<file path="config.mk">
export PLATFORM = sky130hd
export DESIGN_NAME = swap_sub_exec
export DESIGN_NICKNAME = d
export VERILOG_FILES = /design/src/inc/swap_sub_pkg.sv /design/src/inc/alu_if.sv /design/src/rtl/swap_sub_alu.sv /design/src/rtl/swap_sub_exec.sv
export SDC_FILE = /design/constraint.sdc
export NUM_CORES = 1
export LEC_CHECK = 0
export ABC_AREA = 1
export BUFFER_PORTS_ARGS = -buffer_cell sky130_fd_sc_hd__buf_2
export CORE_MARGIN = 2
export CORE_UTILIZATION = 59
export CTS_CLUSTER_SIZE = 14
export DETAILED_ROUTE_END_ITERATION = 8
export PLACE_DENSITY = 0.85
export SETUP_SLACK_MARGIN = 0.3
export SLEW_MARGIN = 30
export SYNTH_ARGS = -nofsm -noshare
export SYNTH_HDL_FRONTEND = slang
export SYNTH_SLANG_ARGS = --single-unit
</file>
<file path="constraint.sdc">
create_clock -name I_CLK -period 5.7 [get_ports I_CLK]
set_clock_uncertainty 0.1 [all_clocks]
set_input_delay 1.14 -clock I_CLK [delete_from_list [all_inputs] [get_ports I_CLK]]
set_output_delay 1.14 -clock I_CLK [all_outputs]
set_load 0.05 [all_outputs]
</file>
<file path="src/inc/swap_sub_pkg.sv">
// Package: opcodes, field positions, phase codes and address constants for the swap/subtract datapath
package swap_sub_pkg;
   localparam int INSTR_W = 16;
   localparam int DATA_W = 8;
   localparam int ADDR_W = 12;
   localparam int OPC_HI = 15;
   localparam int OPC_LO = 10;
   localparam int DEST_BIT = 9;
   localparam int BANK_BIT = 8;
   localparam logic [5:0] OPC_SWAP = 6'h0e;
   localparam logic [5:0] OPC_SUBB = 6'h16;
   localparam logic [7:0] INDEXED_MAX = 8'h5f;
   localparam logic [7:0] ACCESS_SPLIT = 8'h60;
   localparam logic [3:0] ACCESS_HIGH_BANK = 4'hf;
   localparam logic [7:0] RESET_BYTE = 8'h00;
   localparam int FLAG_C = 0;
   localparam int FLAG_DC = 1;
   localparam int FLAG_Z = 2;
   localparam int FLAG_OV = 3;
   localparam int FLAG_N = 4;
   localparam logic [4:0] RESET_FLAGS = 5'h00;

   typedef enum logic [3:0] {
      PH_DECODE = 4'h1,
      PH_READ = 4'h2,
      PH_PROC = 4'h4,
      PH_WRITE = 4'h8
   } phase_e;
endpackage : swap_sub_pkg

</file>
<file path="src/inc/alu_if.sv">
// Interface: operands and results between the sequencer and the arithmetic unit
`timescale 1ns/1ns
`default_nettype none
interface alu_if;
   logic [7:0] f_val;
   logic [7:0] w_val;
   logic carry_in;
   logic is_sub;
   logic [7:0] result;
   logic [4:0] flags_out;
   logic flags_we;
   modport seq (output f_val, output w_val, output carry_in, output is_sub, input result, input flags_out,
      input flags_we);
   modport alu (input f_val, input w_val, input carry_in, input is_sub, output result, output flags_out,
      output flags_we);
endinterface : alu_if
`default_nettype wire

</file>
<file path="src/rtl/swap_sub_alu.sv">
// Combinational unit: nibble exchange and subtract with borrow with flag generation
`timescale 1ns/1ns
`default_nettype none
module swap_sub_alu (
   alu_if.alu bus
);
   wire logic [8:0] diff;
   wire logic [4:0] low_diff;
   wire logic [7:0] swapped;
   wire logic ov;

   // Borrow in is the inverted carry
   assign diff = {1'b0, bus.f_val} - {1'b0, bus.w_val} - {8'h00, ~bus.carry_in};
   assign low_diff = {1'b0, bus.f_val[3:0]} - {1'b0, bus.w_val[3:0]} - {4'h0, ~bus.carry_in};
   assign ov = (bus.f_val[7] ^ bus.w_val[7]) & (bus.f_val[7] ^ diff[7]);
   assign swapped = {bus.f_val[3:0], bus.f_val[7:4]};
   assign bus.result = bus.is_sub ? diff[7:0] : swapped;
   // Carry and digit carry are active high when no borrow occurs
   assign bus.flags_out = {diff[7], ov, (diff[7:0] == 8'h00), ~low_diff[4], ~diff[8]};
   assign bus.flags_we = bus.is_sub;
endmodule : swap_sub_alu
`default_nettype wire

</file>
<file path="src/rtl/swap_sub_exec.sv">
// Execution datapath for the nibble-swap and subtract-with-borrow file-register instructions
//
// Behaviour
// - The swap writes the low nibble of the file register to the high nibble of the result and vice versa, flags unchanged.
// - The swap is recognised by its fixed six-bit opcode, then destination bit, bank bit and 8-bit file address.
// - Destination bit zero sends the result to the working register, one writes it back to the file register.
// - Bank bit zero selects the access bank, one lets the bank-select register pick the RAM bank.
// - With the extended set enabled, bank bit zero and address at most 95, indexed literal offset addressing is used.
// - Decode in the first quarter, read in the second, process in the third, write in the fourth; the file write strobe O_MEM_WR follows one clock later.
// - Subtract with borrow computes file minus working minus inverted carry and updates N, OV, C, DC and Z.
//
// The implementer's own choices: strobed register access and the placing of the registers.
`timescale 1ns/1ns
`default_nettype none
module swap_sub_exec (
   input wire logic I_CLK,
   input wire logic I_SRST,
   input wire logic I_INSTR_VALID,
   input wire logic [15:0] I_INSTR,
   input wire logic I_EXT_SET_EN,
   input wire logic [3:0] I_BANK_SELECT_REG,
   input wire logic [11:0] I_INDEX_PTR,
   input wire logic [7:0] I_MEM_RDATA,
   output logic [11:0] O_MEM_ADDR,
   output logic O_MEM_RD,
   output logic O_MEM_WR,
   output logic [7:0] O_MEM_WDATA,
   output logic [7:0] O_WREG,
   output logic [4:0] O_FLAGS,
   output logic O_BUSY,
   output logic O_DONE
);
   // ==========================================================
   // Decode
   swap_sub_pkg::phase_e phase_reg, phase_next;
   logic [15:0] instr_reg;
   logic [7:0] fval_reg;
   logic [7:0] res_reg;
   logic [4:0] flagres_reg;
   logic flagwe_reg;
   logic [11:0] addr_reg;
   logic [7:0] wreg_reg;
   logic [4:0] flags_reg;
   logic mem_rd_reg, mem_wr_reg, busy_reg, done_reg;
   logic [7:0] wdata_reg;

   wire logic is_swap;
   wire logic is_subb;
   wire logic dest_file;
   wire logic bank_bit;
   wire logic [7:0] faddr;
   wire logic indexed;
   wire logic [11:0] eff_addr;
   wire logic start;
   wire logic in_read;
   wire logic in_proc;
   wire logic in_write;
   wire logic wr_fire;

   // Opcode match on the six upper bits of a word
   function automatic logic op_is(input logic [15:0] word, input logic [5:0] code);
      return word[swap_sub_pkg::OPC_HI:swap_sub_pkg::OPC_LO] == code;
   endfunction : op_is

   assign is_swap = op_is(I_INSTR, swap_sub_pkg::OPC_SWAP);
   assign is_subb = op_is(I_INSTR, swap_sub_pkg::OPC_SUBB);
   assign start = I_INSTR_VALID & (is_swap | is_subb) & (phase_reg == swap_sub_pkg::PH_DECODE);
   assign bank_bit = I_INSTR[swap_sub_pkg::BANK_BIT];
   assign faddr = I_INSTR[swap_sub_pkg::BANK_BIT-1:0];
   assign dest_file = instr_reg[swap_sub_pkg::DEST_BIT];
   assign indexed = I_EXT_SET_EN & ~bank_bit & (faddr <= swap_sub_pkg::INDEXED_MAX);
   // Access bank: low part of bank 0 and high part of the top bank
   assign eff_addr = indexed ? I_INDEX_PTR + {4'h0, faddr}
      : bank_bit ? {I_BANK_SELECT_REG, faddr}
      : (faddr < swap_sub_pkg::ACCESS_SPLIT) ? {4'h0, faddr} : {swap_sub_pkg::ACCESS_HIGH_BANK, faddr};

   // ==========================================================
   // Arithmetic unit
   alu_if alu_bus ();
   assign alu_bus.f_val = fval_reg;
   assign alu_bus.w_val = wreg_reg;
   assign alu_bus.carry_in = flags_reg[swap_sub_pkg::FLAG_C];
   assign alu_bus.is_sub = op_is(instr_reg, swap_sub_pkg::OPC_SUBB);

   swap_sub_alu u_alu (
      .bus(alu_bus)
   );

   // ==========================================================
   // Quarter-cycle sequencer, one instruction per four clocks
   always_comb begin
      phase_next = phase_reg;
      unique case (phase_reg)
         swap_sub_pkg::PH_DECODE: begin
            if (start) begin
               phase_next = swap_sub_pkg::PH_READ;
            end
         end
         swap_sub_pkg::PH_READ: phase_next = swap_sub_pkg::PH_PROC;
         swap_sub_pkg::PH_PROC: phase_next = swap_sub_pkg::PH_WRITE;
         swap_sub_pkg::PH_WRITE: phase_next = swap_sub_pkg::PH_DECODE;
      endcase
   end

   always_ff @(posedge I_CLK) begin
      if (I_SRST) begin
         phase_reg <= swap_sub_pkg::PH_DECODE;
      end else begin
         phase_reg <= phase_next;
      end
   end

   // ==========================================================
   // Phase decode
   assign in_read = (phase_reg == swap_sub_pkg::PH_READ);
   assign in_proc = (phase_reg == swap_sub_pkg::PH_PROC);
   assign in_write = (phase_reg == swap_sub_pkg::PH_WRITE);
   assign wr_fire = in_write & dest_file;

   // Instruction and effective address are latched at acceptance
   always_ff @(posedge I_CLK) begin
      if (I_SRST) begin
         instr_reg <= 16'h0000;
         addr_reg <= 12'h000;
      end else if (start) begin
         instr_reg <= I_INSTR;
         addr_reg <= eff_addr;
      end
   end

   // Read strobe stands for the read quarter only
   always_ff @(posedge I_CLK) begin
      if (I_SRST) begin
         mem_rd_reg <= 1'b0;
      end else begin
         mem_rd_reg <= start;
      end
   end

   always_ff @(posedge I_CLK) begin
      if (I_SRST) begin
         busy_reg <= 1'b0;
      end else if (start) begin
         busy_reg <= 1'b1;
      end else if (in_write) begin
         busy_reg <= 1'b0;
      end
   end

   always_ff @(posedge I_CLK) begin
      if (I_SRST) begin
         fval_reg <= swap_sub_pkg::RESET_BYTE;
      end else if (in_read) begin
         fval_reg <= I_MEM_RDATA;
      end
   end

   // Result and flags are held until the write quarter
   always_ff @(posedge I_CLK) begin
      if (I_SRST) begin
         res_reg <= swap_sub_pkg::RESET_BYTE;
         flagres_reg <= swap_sub_pkg::RESET_FLAGS;
         flagwe_reg <= 1'b0;
      end else if (in_proc) begin
         res_reg <= alu_bus.result;
         flagres_reg <= alu_bus.flags_out;
         flagwe_reg <= alu_bus.flags_we;
      end
   end

   always_ff @(posedge I_CLK) begin
      if (I_SRST) begin
         done_reg <= 1'b0;
      end else begin
         done_reg <= in_write;
      end
   end

   // Write-back to the file register
   always_ff @(posedge I_CLK) begin
      if (I_SRST) begin
         mem_wr_reg <= 1'b0;
         wdata_reg <= swap_sub_pkg::RESET_BYTE;
      end else begin
         mem_wr_reg <= wr_fire;
         if (wr_fire) begin
            wdata_reg <= res_reg;
         end
      end
   end

   always_ff @(posedge I_CLK) begin
      if (I_SRST) begin
         wreg_reg <= swap_sub_pkg::RESET_BYTE;
      end else if (in_write & ~dest_file) begin
         wreg_reg <= res_reg;
      end
   end

   // Swap leaves the flags alone
   always_ff @(posedge I_CLK) begin
      if (I_SRST) begin
         flags_reg <= swap_sub_pkg::RESET_FLAGS;
      end else if (in_write & flagwe_reg) begin
         flags_reg <= flagres_reg;
      end
   end

   assign O_MEM_ADDR = addr_reg;
   assign O_MEM_RD = mem_rd_reg;
   assign O_MEM_WR = mem_wr_reg;
   assign O_MEM_WDATA = wdata_reg;
   assign O_WREG = wreg_reg;
   assign O_FLAGS = flags_reg;
   assign O_BUSY = busy_reg;
   assign O_DONE = done_reg;
endmodule : swap_sub_exec
`default_nettype wire

</file>
* After elaboration in Yosys (flattened, before gate mapping)
Index checks and enable logic that the tools add are counted.
** Word-level totals
- Output and inout bits :: 37
- Register bits after elaboration :: 79
- Latch bits :: 0
- Bits in writable memories :: 0
- Input port bits :: 44
- Logic and storage cells :: 55
- Memories :: 0
- ROM bits :: 0
** Cells by class
- Equal/unequal tests :: 8
- Divide/modulo/power cells :: 0
- Multiplexer cells :: 8
- $lt $le $gt $ge :: 2
- Shifts and indexed selects :: 0
- Reduce and logical (&&, ||, !) cells :: 2
- Multipliers :: 0
- Bitwise operators :: 16
- Add/sub/neg operators :: 5
** Operator list (number)
- 2-to-1 mux 12 bit :: 3
- one-hot mux 4 bit (4 select lines) :: 1
- adder 12 x 8 -> 12 bit :: 1
- equality test 6 x 5 -> 1 bit, second input constant :: 2
- subtractor 8 x 8 -> 9 bit :: 1
- subtractor 9 x 1 -> 9 bit :: 1
- AND 1 bit :: 8
- <= comparator 8 x 7 -> 1 bit, second input constant :: 1
- logical NOT 8 bit :: 1
- less-than comparator 8 x 7 -> 1 bit, second input constant :: 1
- 2-to-1 mux 8 bit :: 1
- equality test 6 x 4 -> 1 bit, second input constant :: 1
- inverter 1 bit :: 5
- subtractor 4 x 4 -> 5 bit :: 1
- subtractor 5 x 1 -> 5 bit :: 1
- equality test 4 x 1 -> 1 bit, second input constant :: 1
- equality test 4 x 2 -> 1 bit, second input constant :: 1
- equality test 4 x 3 -> 1 bit, second input constant :: 1
- equality test 4 bit, second input constant :: 1
- 2-to-1 mux 4 bit :: 1
- 2-to-1 mux 1 bit :: 2
- != test 2 bit, second input constant :: 1
- nonzero test 2 bit :: 1
- bitwise XOR 1 bit :: 2
- bitwise OR 1 bit :: 1

* Longest topological paths before layout
Gate-level depths: netlist (run 1).
- Word-level depth :: 6
- Depth in mapped cells :: 15

* Modules after synthesis
From an unflattened synthesis (run 1), not the netlist that was laid out.
** Second synthesis, totals
- Cells, all modules :: 564
- Area total of the unflattened synthesis :: 3912.5 um^2
** By module, submodules not included
- swap_sub_exec :: instances 1, area an instance 3155.5 um^2, seq. area each 1401.3 um^2, cells each 427
- swap_sub_alu :: instances 1, area an instance 757.0 um^2, seq. area each 0.0 um^2, cells each 137

* Worst setup path before layout (run 1)
Ideal clock, no wire load.
- Path type :: input to register
- From :: input port I_INSTR[0]
- To :: register addr_reg[8] (netlist: O_MEM_ADDR[8])
- Required time :: 5.480 ns
- Stages :: 9
- Slack :: 3.183 ns
- Arrival time :: 2.297 ns
- Path through :: ha_1 -> fa_1 -> nand3_1 -> nand2_1 -> nand3_1 -> nand2_1 -> xor2_1 -> nand2_1 -> a21oi_1
** Between the ends
- Longest elaborated chain between the ends :: 4
- Elaborated cells on any way between the ends :: 7
- Classes of those cells :: 1 x add/sub; 2 x order compare; 3 x mux; 1 x bitwise
** Ends and longest elaborated chain
- from (decl) :: RTL line swap_sub_exec.sv:19 : input wire logic [15:0] I_INSTR,
- less-than comparator 8 x 7 -> 1 bit :: RTL line swap_sub_exec.sv:75 : : (faddr < swap_sub_pkg::ACCESS_SPLIT) ? {4'h0, faddr} : {swap_sub_pkg::ACCESS_HIGH_BANK, faddr};
- 2-to-1 mux 12 bit :: RTL line swap_sub_exec.sv:75
- 2-to-1 mux 12 bit :: RTL line swap_sub_exec.sv:74 : : bank_bit ? {I_BANK_SELECT_REG, faddr}
- 2-to-1 mux 12 bit (*) :: RTL line swap_sub_exec.sv:73 : assign eff_addr = indexed ? I_INDEX_PTR + {4'h0, faddr}
- to (signal assigned) :: RTL line swap_sub_exec.sv:127 : addr_reg <= eff_addr;
- to (decl) :: RTL line swap_sub_exec.sv:41 : logic [11:0] addr_reg;
Mark *: on every way between the ends. The rest lies on a longest branch, timed or not.
A chain may end at the register's enable or synchronous reset.

* Final worst setup path (run 1)
- From :: input port I_INSTR[5]
- To :: register addr_reg[4] (netlist: O_MEM_ADDR[4])
** Between the ends
- Longest elaborated chain between the ends :: 3
** Ends and longest elaborated chain
- <= comparator 8 x 7 -> 1 bit :: RTL line swap_sub_exec.sv:71 : assign indexed = I_EXT_SET_EN & ~bank_bit & (faddr <= swap_sub_pkg::INDEXED_MAX);
- AND 1 bit :: RTL line swap_sub_exec.sv:71
- 2-to-1 mux 12 bit :: RTL line swap_sub_exec.sv:73
Every way passes these cells.

==> results.json, run 1 <==
{
  "synth_area_sq_um": 3750,
  "synth_cells": 535,
  "drtIter0Drc": 240,
  "crit_required_ns": 5.82,
  "wl_met2_microns": 4170,
  "fin_crit_ns": 2.66,
  "arrival_ns": 2.78,
  "r2r_slack_ns": 3.48,
  "async_reset_ff_frac": 0,
  "hp-class": "reg2reg",
  "rows": 29,
  "drt-pass1-iter-count": 5,
  "cts_tree": "built",
  "clk_latency_ns": 0.33,
  "core-area_sq_um": 6240,
  "die_y_microns": 83.7,
  "grt_pass1_vias": 3365,
  "r2r_start": "O_FLAGS[0]$_SDFFE_PP0P_",
  "cts_made_buffers": 9,
  "min_from": "instr_reg[10]$_SDFFE_PP0P_",
  "fmax_mhz": 376,
  "fin_nets": 680,
  "fin_hold_ws_ns": 0.358,
  "min_to": "instr_reg[10]$_SDFFE_PP0P_",
  "cellLeakagePower_nw": 2.12,
  "ant_nets": 0,
  "synth_edf_count": 0,
  "layout_commonest_cell": "nand2_1",
  "slew_violations": 0,
  "critPathLaunchType": "input pin",
  "grt_max_degree": 42,
  "syn_avg_cell_area_sq_um": 7.01,
  "holdBufCountCts": 0,
  "drive_gt1_frac": 0.177,
  "crit_path_end_kind": "register",
  "area_delta_synth_final_pct": 16.3,
  "cts_root_buf": "clkbuf_8",
  "vias": 3716,
  "finalSetupViolCount": 0,
  "routed_wl_microns": 9050,
  "grt_pass1_wl_microns": 15000,
  "period_share": 0.466,
  "dpl.hpwl_microns": 6960,
  "clk_path_buf_depth": 2,
  "hold_viol": 0,
  "r2r_cells": 15,
  "synth-main-ff-cell": "dfxtp_1",
  "wl_per_cell_microns": 13.1,
  "htree_levels": 3,
  "grt_use_total": 0.262,
  "routed.top_layer": "met4",
  "cp_max_fo": 12,
  "grt_setup_unrepaired": "false",
  "io_pins": 81,
  "port_buffers": 80,
  "synthDistinctLibCells": 31,
  "power_density_nw_per_um2": 239,
  "avgViaCountPerCell": 5.37,
  "fin_util": 0.698,
  "grt-ovfl-total": 0,
  "worst_pin_slew_ns": 0.834,
  "cts-resized-gates": 0,
  "synth_nets": 604,
  "start_util": 0.601,
  "tns_ns": 0,
  "antenna_found_initial": 0,
  "postCtsSetupRepairBufs": 0,
  "seq_area_frac_synth": 0.374,
  "cap_violations": 0,
  "status": "finished clean",
  "ir_drop_mv": 0.227,
  "max_slew_margin": 0.444,
  "cts.sinks": 70,
  "ys_ff_latch": 70,
  "min_path_cells": 2,
  "drc": 0,
  "design.die.area_sq_um": 7010,
  "wl_met3_microns": 490,
  "final_cell_mix": "127 x nand2_1, 80 x buf_2, 73 x inv_1",
  "diodes": 0,
  "critical_path_class": "in2reg",
  "r2r-end": "flagres_reg[2]$_SDFFE_PP0P_",
  "path_clk_slew_ns": 0.07,
  "largest_reg_flops": 12,
  "wl_met1_microns": 4230,
  "place.gp.congestion": 1.03,
  "place_ws_ns": 2.78,
  "yosysWarnings": 0,
  "setup_ws_ns": 3.04,
  "die_w_microns": 83.7
}
power breakdown:
group          internal (W)  leakage [nW]  switching [W]
Sequential         0.000497         0.565     0.00000466
Combinational     0.0000596          1.47       0.000104
Clock              0.000199        0.0911       0.000177
how the worst max path moves through the flow:
stage,start,end,slack (ns)
after floorplan,I_INSTR[0],O_MEM_ADDR[8]$_SDFFE_PP0P_,3.18
after global placement,I_INSTR[5],O_MEM_ADDR[4]$_SDFFE_PP0P_,2.81
after detailed placement,I_INSTR[5],O_MEM_ADDR[3]$_SDFFE_PP0P_,2.78
after CTS,I_INSTR[5],O_MEM_ADDR[4]$_SDFFE_PP0P_,3.09
after global routing,I_INSTR[7],O_MEM_ADDR[4]$_SDFFE_PP0P_,2.79
final,I_INSTR[5],O_MEM_ADDR[4]$_SDFFE_PP0P_,3.04
critical path, stage by stage:
cell	delay, ns
buf_2	0.12
nand2_1	0.07
nand2_1	0.06
nor2_1	0.61
inv_1	0.31
a21oi_1	0.21
o21ai_0	0.11
o211ai_1	0.09
inv_1	0.06
cell usage after synthesis (3+ instances only):
master    number  area, sq um
buf_2          6         30.0
nand4_1        5         31.3
dfxtp_1       70         1400
nand3_1       53          265
xnor2_1        5         43.8
inv_2          5         18.8
o21a_1         3         22.5
fa_1           3         60.1
nand2_1      127          477
o21ai_0       28          140
nor3_1         5         25.0
o211ai_1       4         30.0
a31oi_1        6         37.5
ha_1          22          275
nor3_2         3         30.0
clkbuf_1       7         26.3
a21oi_1       62          310
inv_1         73          274
nor2_1        33          124
kinds of logic after synthesis:
| logic type | count (synthesis) | share of synthesized area |
|---|---|---|
| simple gates | 230 | 0.266 |
| buf+inv | 95 | 0.101 |
| flops | 70 | 0.374 |
| xor+xnor | 7 | 0.0164 |
| compound gates | 108 | 0.154 |
| fa+ha+maj | 25 | 0.0895 |
metal layers:
metal,global-route usage,vias up
li1,-,1903
met1,0.342,1673
met2,0.436,126
met3,0.0504,14
met4,0.0894,0
met5,0,-
metrics by stage:
step	cells	power (W)	area, sq um
detailed placement	677	0.000674	4170
global placement	677	0.000670	4170
floorplan	535	0.000629	3750
finish	692	0.00104	4360
global route	692	0.00109	4360
CTS	692	0.00105	4360
area by class of cell:
cell class | instances | area (sq um)
Multi-Input combinational cell | 370 | 1970
Fill cell | 549 | 1880
Sequential cell | 70 | 1400
Timing Repair Buffer | 81 | 408
Inverter | 79 | 297
Clock buffer | 9 | 124
Tap cell | 77 | 96.3
Clock inverter | 6 | 63.8
(Power assumes the default switching activity.)
==> inputs of run 2 (changes only) <==
- CORE_UTILIZATION: 59 -> 55
- PLACE_DENSITY: 0.85 -> 0.8
- clock period: 5.7 -> 2.7 ns (I/O delays scaled with it)
==> run 2 against run 1 <==
  * Hold slack lost 0.011 ns
  * Sequential share of layout area decreased by 0.35 points
  * Clock power up 120%
  * Utilization shrank 3.8 points
  * Design area grew 1.2%
  * Non-clock buffer count up 5
  * Power grew 120%
  * Sequential power is 110% higher
  * Die area is 6.9% higher
  * Clock-buffer cell count unchanged
  * Critical path depth is 5 higher
  * Via count up 1.1%
  * Critical path type is now reg2reg
  * Critical endpoint is now flagres_reg[3]$_SDFFE_PP0P_
  * Largest power group unchanged
==> results.json, run 2 (same netlist as run 1, synthesis figures left out) <==
{
  "status": "finished clean",
  "worst_pin_slew_ns": 0.514,
  "cap_violations": 0,
  "grt_pass1_wl_microns": 15400,
  "power_switching_w": 0.000651,
  "path_clk_slew_ns": 0.08,
  "fmax_mhz": 447,
  "cts.sinks": 70,
  "p_int_w": 0.00160,
  "cts_made_buffers": 9,
  "fin_nets": 685,
  "period_share": 0.828,
  "place.gp.congestion": 0.943,
  "fin_crit_ns": 2.24,
  "grt_use_total": 0.261,
  "critical_path_class": "reg2reg",
  "diodes": 0,
  "holdBufCountCts": 0,
  "clk_path_buf_depth": 2,
  "drive_gt1_frac": 0.190,
  "cts_tree": "built",
  "rows": 30,
  "ant_nets": 0,
  "stdcell_area_sq_um": 4410,
  "switching_share": 0.290,
  "ir_drop_mv": 0.298,
  "grt_pass1_vias": 3262,
  "layout_commonest_cell": "nand2_1",
  "die_w_microns": 86.6,
  "max_slew_margin": 0.657,
  "vias": 3758,
  "antenna_found_initial": 0,
  "slew_violations": 0,
  "drtIter0Drc": 169,
  "crit_path_end_kind": "register",
  "io_pins": 81,
  "grt_setup_unrepaired": "true",
  "hp-class": "reg2reg",
  "crit_required_ns": 2.83,
  "final_cell_mix": "125 x nand2_1, 80 x buf_2, 73 x inv_1",
  "area_delta_synth_final_pct": 17.7,
  "p_clk_frac": 0.370,
  "htree_levels": 3,
  "arrival_ns": 2.37,
  "tns_ns": 0,
  "design.die.area_sq_um": 7490,
  "critPathLaunchType": "register",
  "pwr-share-seq": 0.471,
  "fillers": 605,
  "power_density_nw_per_um2": 510,
  "drt-pass1-iter-count": 5,
  "largest_reg_flops": 12,
  "cellLeakagePower_nw": 2.15,
  "start_util": 0.561,
  "dpl.hpwl_microns": 7150,
  "placed_cell_area_sq_um": 4210,
  "port_buffers": 80,
  "drc": 0,
  "multi_input_area_sq_um": 1980,
  "die_y_microns": 86.6,
  "p_comb_frac": 0.160,
  "seq_area_sq_um": 1400,
  "clk_latency_ns": 0.35,
  "grt-ovfl-total": 0,
  "grt_max_degree": 41,
  "wl_per_cell_microns": 13.6,
  "cp_max_fo": 3,
  "finalSetupViolCount": 0,
  "routed_wl_microns": 9520,
  "core-area_sq_um": 6680,
  "cts_root_buf": "clkbuf_8",
  "hold_viol": 0,
  "avgViaCountPerCell": 5.37
}
## run 2: repair_timing
action | CTS | global route
resized for setup | 0 | 4
endpoints found under the hold margin | 0 | 0
setup buffers | 0 | 0
setup endpoints to repair | 0 | 2
## run 2: final timing paths
path | from | endpoint | slack (ns) | cells past startpoint
worst max-delay path | O_FLAGS[0]$_SDFFE_PP0P_ | flagres_reg[3]$_SDFFE_PP0P_ | 0.46 | 14
worst min-delay path | instr_reg[10]$_SDFFE_PP0P_ | instr_reg[10]$_SDFFE_PP0P_ | 0.35 | 2
worst min register to register | instr_reg[10]$_SDFFE_PP0P_ | instr_reg[10]$_SDFFE_PP0P_ | 0.35 | 2
worst max register to register | O_FLAGS[0]$_SDFFE_PP0P_ | flagres_reg[3]$_SDFFE_PP0P_ | 0.46 | 14
## run 2: area by class of cell
class / instances / share of cell area
clock buffers: 9 / 0.0281
flip-flops and latches: 70 / 0.318
inverters: 79 / 0.0672
well taps: 80 / 0.0227
repair buffers: 86 / 0.101
clock inverters: 6 / 0.0145
multi-input cells: 370 / 0.449
## run 2: power by group through the flow
stage,Clock [W],Combinational (W),Sequential [W]
floorplan,0,0.000238,0.00109
global placement,0,0.000340,0.00108
detailed placement,0,0.000346,0.00108
CTS,0.000837,0.000349,0.00106
global route,0.000881,0.000405,0.00106
finish,0.000831,0.000359,0.00106
## run 2: worst max-delay path, stage by stage (launching register included)
cell and delay, ns:
dfxtp_2 0.34, inv_1 0.07, fa_1 0.54, inv_1 0.05, ha_1 0.17, inv_1 0.05, nand2_1 0.08, nand2_1 0.08
nand2_1 0.07, nand2_1 0.09, nand3_1 0.15, nand2_2 0.13, nand2_1 0.06, nand3_1 0.06, a21oi_1 0.06
## run 2: stage by stage
step	std cells	hold slack [ns]	utilization	power (W)	setup slack (ns)
after floorplan	535	0.324	-	0.00133	0.419
after global placement	685	0.332	0.630	0.00142	0.560
after detailed placement	685	0.336	0.630	0.00143	0.489
after CTS	700	0.348	0.658	0.00224	0.466
after global routing	700	0.376	0.660	0.00234	0.281
final	700	0.348	0.660	0.00225	0.463
## run 2: metal layers
metal | up-vias | routed length (microns) | global-route usage
met3 | 14 | 562 | 0.0371
met4 | 0 | 140 | 0.0952
met2 | 139 | 4300 | 0.397
li1 | 1908 | - | -
met1 | 1697 | 4520 | 0.376
met5 | - | 0 | 0
==> inputs of run 3 (changes only) <==
- clock period: 2.7 -> 2.2 ns (I/O delays scaled with it)
==> run 3 against run 2 <==
  * Via count up 2.4%
  * Design area grew 10%
  * Clock power up 43%
  * Combinational power is 64% higher
  * Register-to-register slack worse by 0.41 ns
  * Critical endpoint is now flagres_reg[2]$_SDFFE_PP0P_
  * Highest routed layer unchanged
==> results.json, run 3 (same netlist as run 1, synthesis figures left out) <==
{
  "critical_path_class": "reg2reg",
  "vias": 3847,
  "placed_cell_area_sq_um": 4250,
  "cts_tree": "built",
  "crit_required_ns": 2.39,
  "grt_use_total": 0.278,
  "avgViaCountPerCell": 5.40,
  "rows": 30,
  "path_clk_slew_ns": 0.08,
  "die_y_microns": 86.6,
  "p_clk_frac": 0.387,
  "fin_hold_ws_ns": 0.277,
  "r2r_slack_ns": 0.05,
  "power_density_nw_per_um2": 633,
  "routed_wl_microns": 10500,
  "drt-pass1-iter-count": 5,
  "core-area_sq_um": 6680,
  "fin_crit_ns": 2.15,
  "crit_path_top_delay_cell": "fa_2",
  "die_w_microns": 86.6,
  "ir_drop_mv": 0.348,
  "stdcell_area_sq_um": 4870,
  "fmax_mhz": 465,
  "p_comb_frac": 0.191,
  "design.die.area_sq_um": 7490,
  "slew_violations": 0,
  "cp_max_fo": 2,
  "cp_slowest_stage_delay_ns": 0.59,
  "cts.sinks": 70,
  "hp-class": "in2reg",
  "hold_viol": 0,
  "cts_made_buffers": 9,
  "ant_nets": 0,
  "grt_pass1_vias": 3607,
  "crit_path_end_kind": "register",
  "fin_nets": 697,
  "antenna_found_initial": 0,
  "holdBufCountCts": 0,
  "clk_latency_ns": 0.35,
  "setup_ws_ns": 0.0516,
  "io_pins": 81,
  "drtIter0Drc": 223,
  "p_total_w": 0.00308,
  "dpl.hpwl_microns": 7450,
  "largest_reg_flops": 12,
  "start_util": 0.561,
  "wl_per_cell_microns": 14.7,
  "grt_pass1_wl_microns": 16300,
  "path_cells": "fa_2, inv_2, ha_4, inv_2, nand2_1, nand2_1, nor2_1, nand3_1, nor2_1, nand3_1, nor2_1, nor2_1, nor2_1",
  "clk_path_buf_depth": 2,
  "place.gp.congestion": 0.925,
  "grt-ovfl-total": 0,
  "cap_violations": 0,
  "cp_num_buf_inv": 2,
  "p_int_w": 0.00222,
  "cellLeakagePower_nw": 2.29,
  "grt_setup_unrepaired": "true",
  "status": "finished clean",
  "layout_commonest_cell": "nand2_1",
  "cts_root_buf": "clkbuf_8",
  "finalSetupViolCount": 0,
  "critPathLaunchType": "register",
  "drive_gt1_frac": 0.306,
  "place_ws_ns": 0.0200,
  "drc": 0,
  "worst_pin_slew_ns": 0.440,
  "max_slew_margin": 0.706,
  "crit_family": "adder cells",
  "diodes": 0,
  "htree_levels": 3,
  "pwr-share-seq": 0.422,
  "crit_top_cell": "nor2_1",
  "switching_share": 0.279,
  "period_share": 0.977,
  "area_delta_synth_final_pct": 29.8,
  "port_buffers": 80,
  "power_switching_w": 0.000860,
  "grt_max_degree": 41,
  "arrival_ns": 2.33,
  "final_cell_mix": "106 x nand2_1, 80 x buf_2, 63 x inv_1"
}
run 3: cell count changes in the layout (fill, tap and decap cells not counted), moves of 7 or more:
cell and change:
nand2_1 -19, dfxtp_1 -8, nand3_2 +8, nand3_1 -9, inv_1 -10, ha_1 -8, dfxtp_2 +7, inv_2 +9
nand2_4 +10, ha_4 +7, buf_4 +8, nand2_2 +9
run 3: through the flow:
stage	cells	TNS, ns	utilization
after floorplan	535	0	-
after global placement	688	0	0.637
after detailed placement	688	0	0.637
after CTS	708	0	0.690
after global routing	713	-0.0822	0.728
final	713	0	0.728
run 3: worst register-to-register path, stage by stage (launching register included):
cell and delay, ns:
dfxtp_4 0.36, fa_2 0.59, inv_2 0.05, ha_4 0.26, inv_2 0.03, nand2_1 0.04
nand2_1 0.08, nor2_1 0.10, nand3_1 0.07, nor2_1 0.09, nand3_1 0.09, nor2_1 0.11
nor2_1 0.05, nor2_1 0.07
run 3: repair_timing:
action / in CTS / in global routing
pin swaps: 12 / 30
setup endpoints to repair: 10 / 13
resized for setup: 25 / 50
cloned: 0 / 0
buffers inserted: 4 / 5
run 3: layout make-up:
class,count,area [sq um]
tap,80,100
sequential,70,1420
clock buffer,11,151
fill,514,1820
clock inverter,5,81.3
inverter,79,298
timing repair buffer,98,551
multi-input combinational,370,2270
run 3: worst paths after layout:
check | from | to | depth (start not counted)
worst max-delay path | O_WREG[0]$_SDFFE_PP0P_ | flagres_reg[2]$_SDFFE_PP0P_ | 13
worst min-delay path | I_INSTR[7] | O_MEM_ADDR[7]$_SDFFE_PP0P_ | 3
worst max register to register | O_WREG[0]$_SDFFE_PP0P_ | flagres_reg[2]$_SDFFE_PP0P_ | 13
worst min register to register | instr_reg[10]$_SDFFE_PP0P_ | instr_reg[10]$_SDFFE_PP0P_ | 2
run 3: layer usage:
| layer | track usage | routed length (microns) | share of wire |
|---|---|---|---|
| met5 | 0 | 0 | 0 |
| met1 | 0.338 | 4500 | 0.43 |
| met4 | 0.143 | 254 | 0.024 |
| met2 | 0.469 | 5270 | 0.50 |
| met3 | 0.0486 | 460 | 0.044 |
run 3: power by group through the flow:
stage	combinational, W	sequential (W)	clock, W
after floorplan	0.000294	0.00134	0
after CTS	0.000472	0.00130	0.00121
final	0.000587	0.00130	0.00119
after global routing	0.000643	0.00130	0.00127
after global placement	0.000422	0.00133	0
after detailed placement	0.000430	0.00133	0
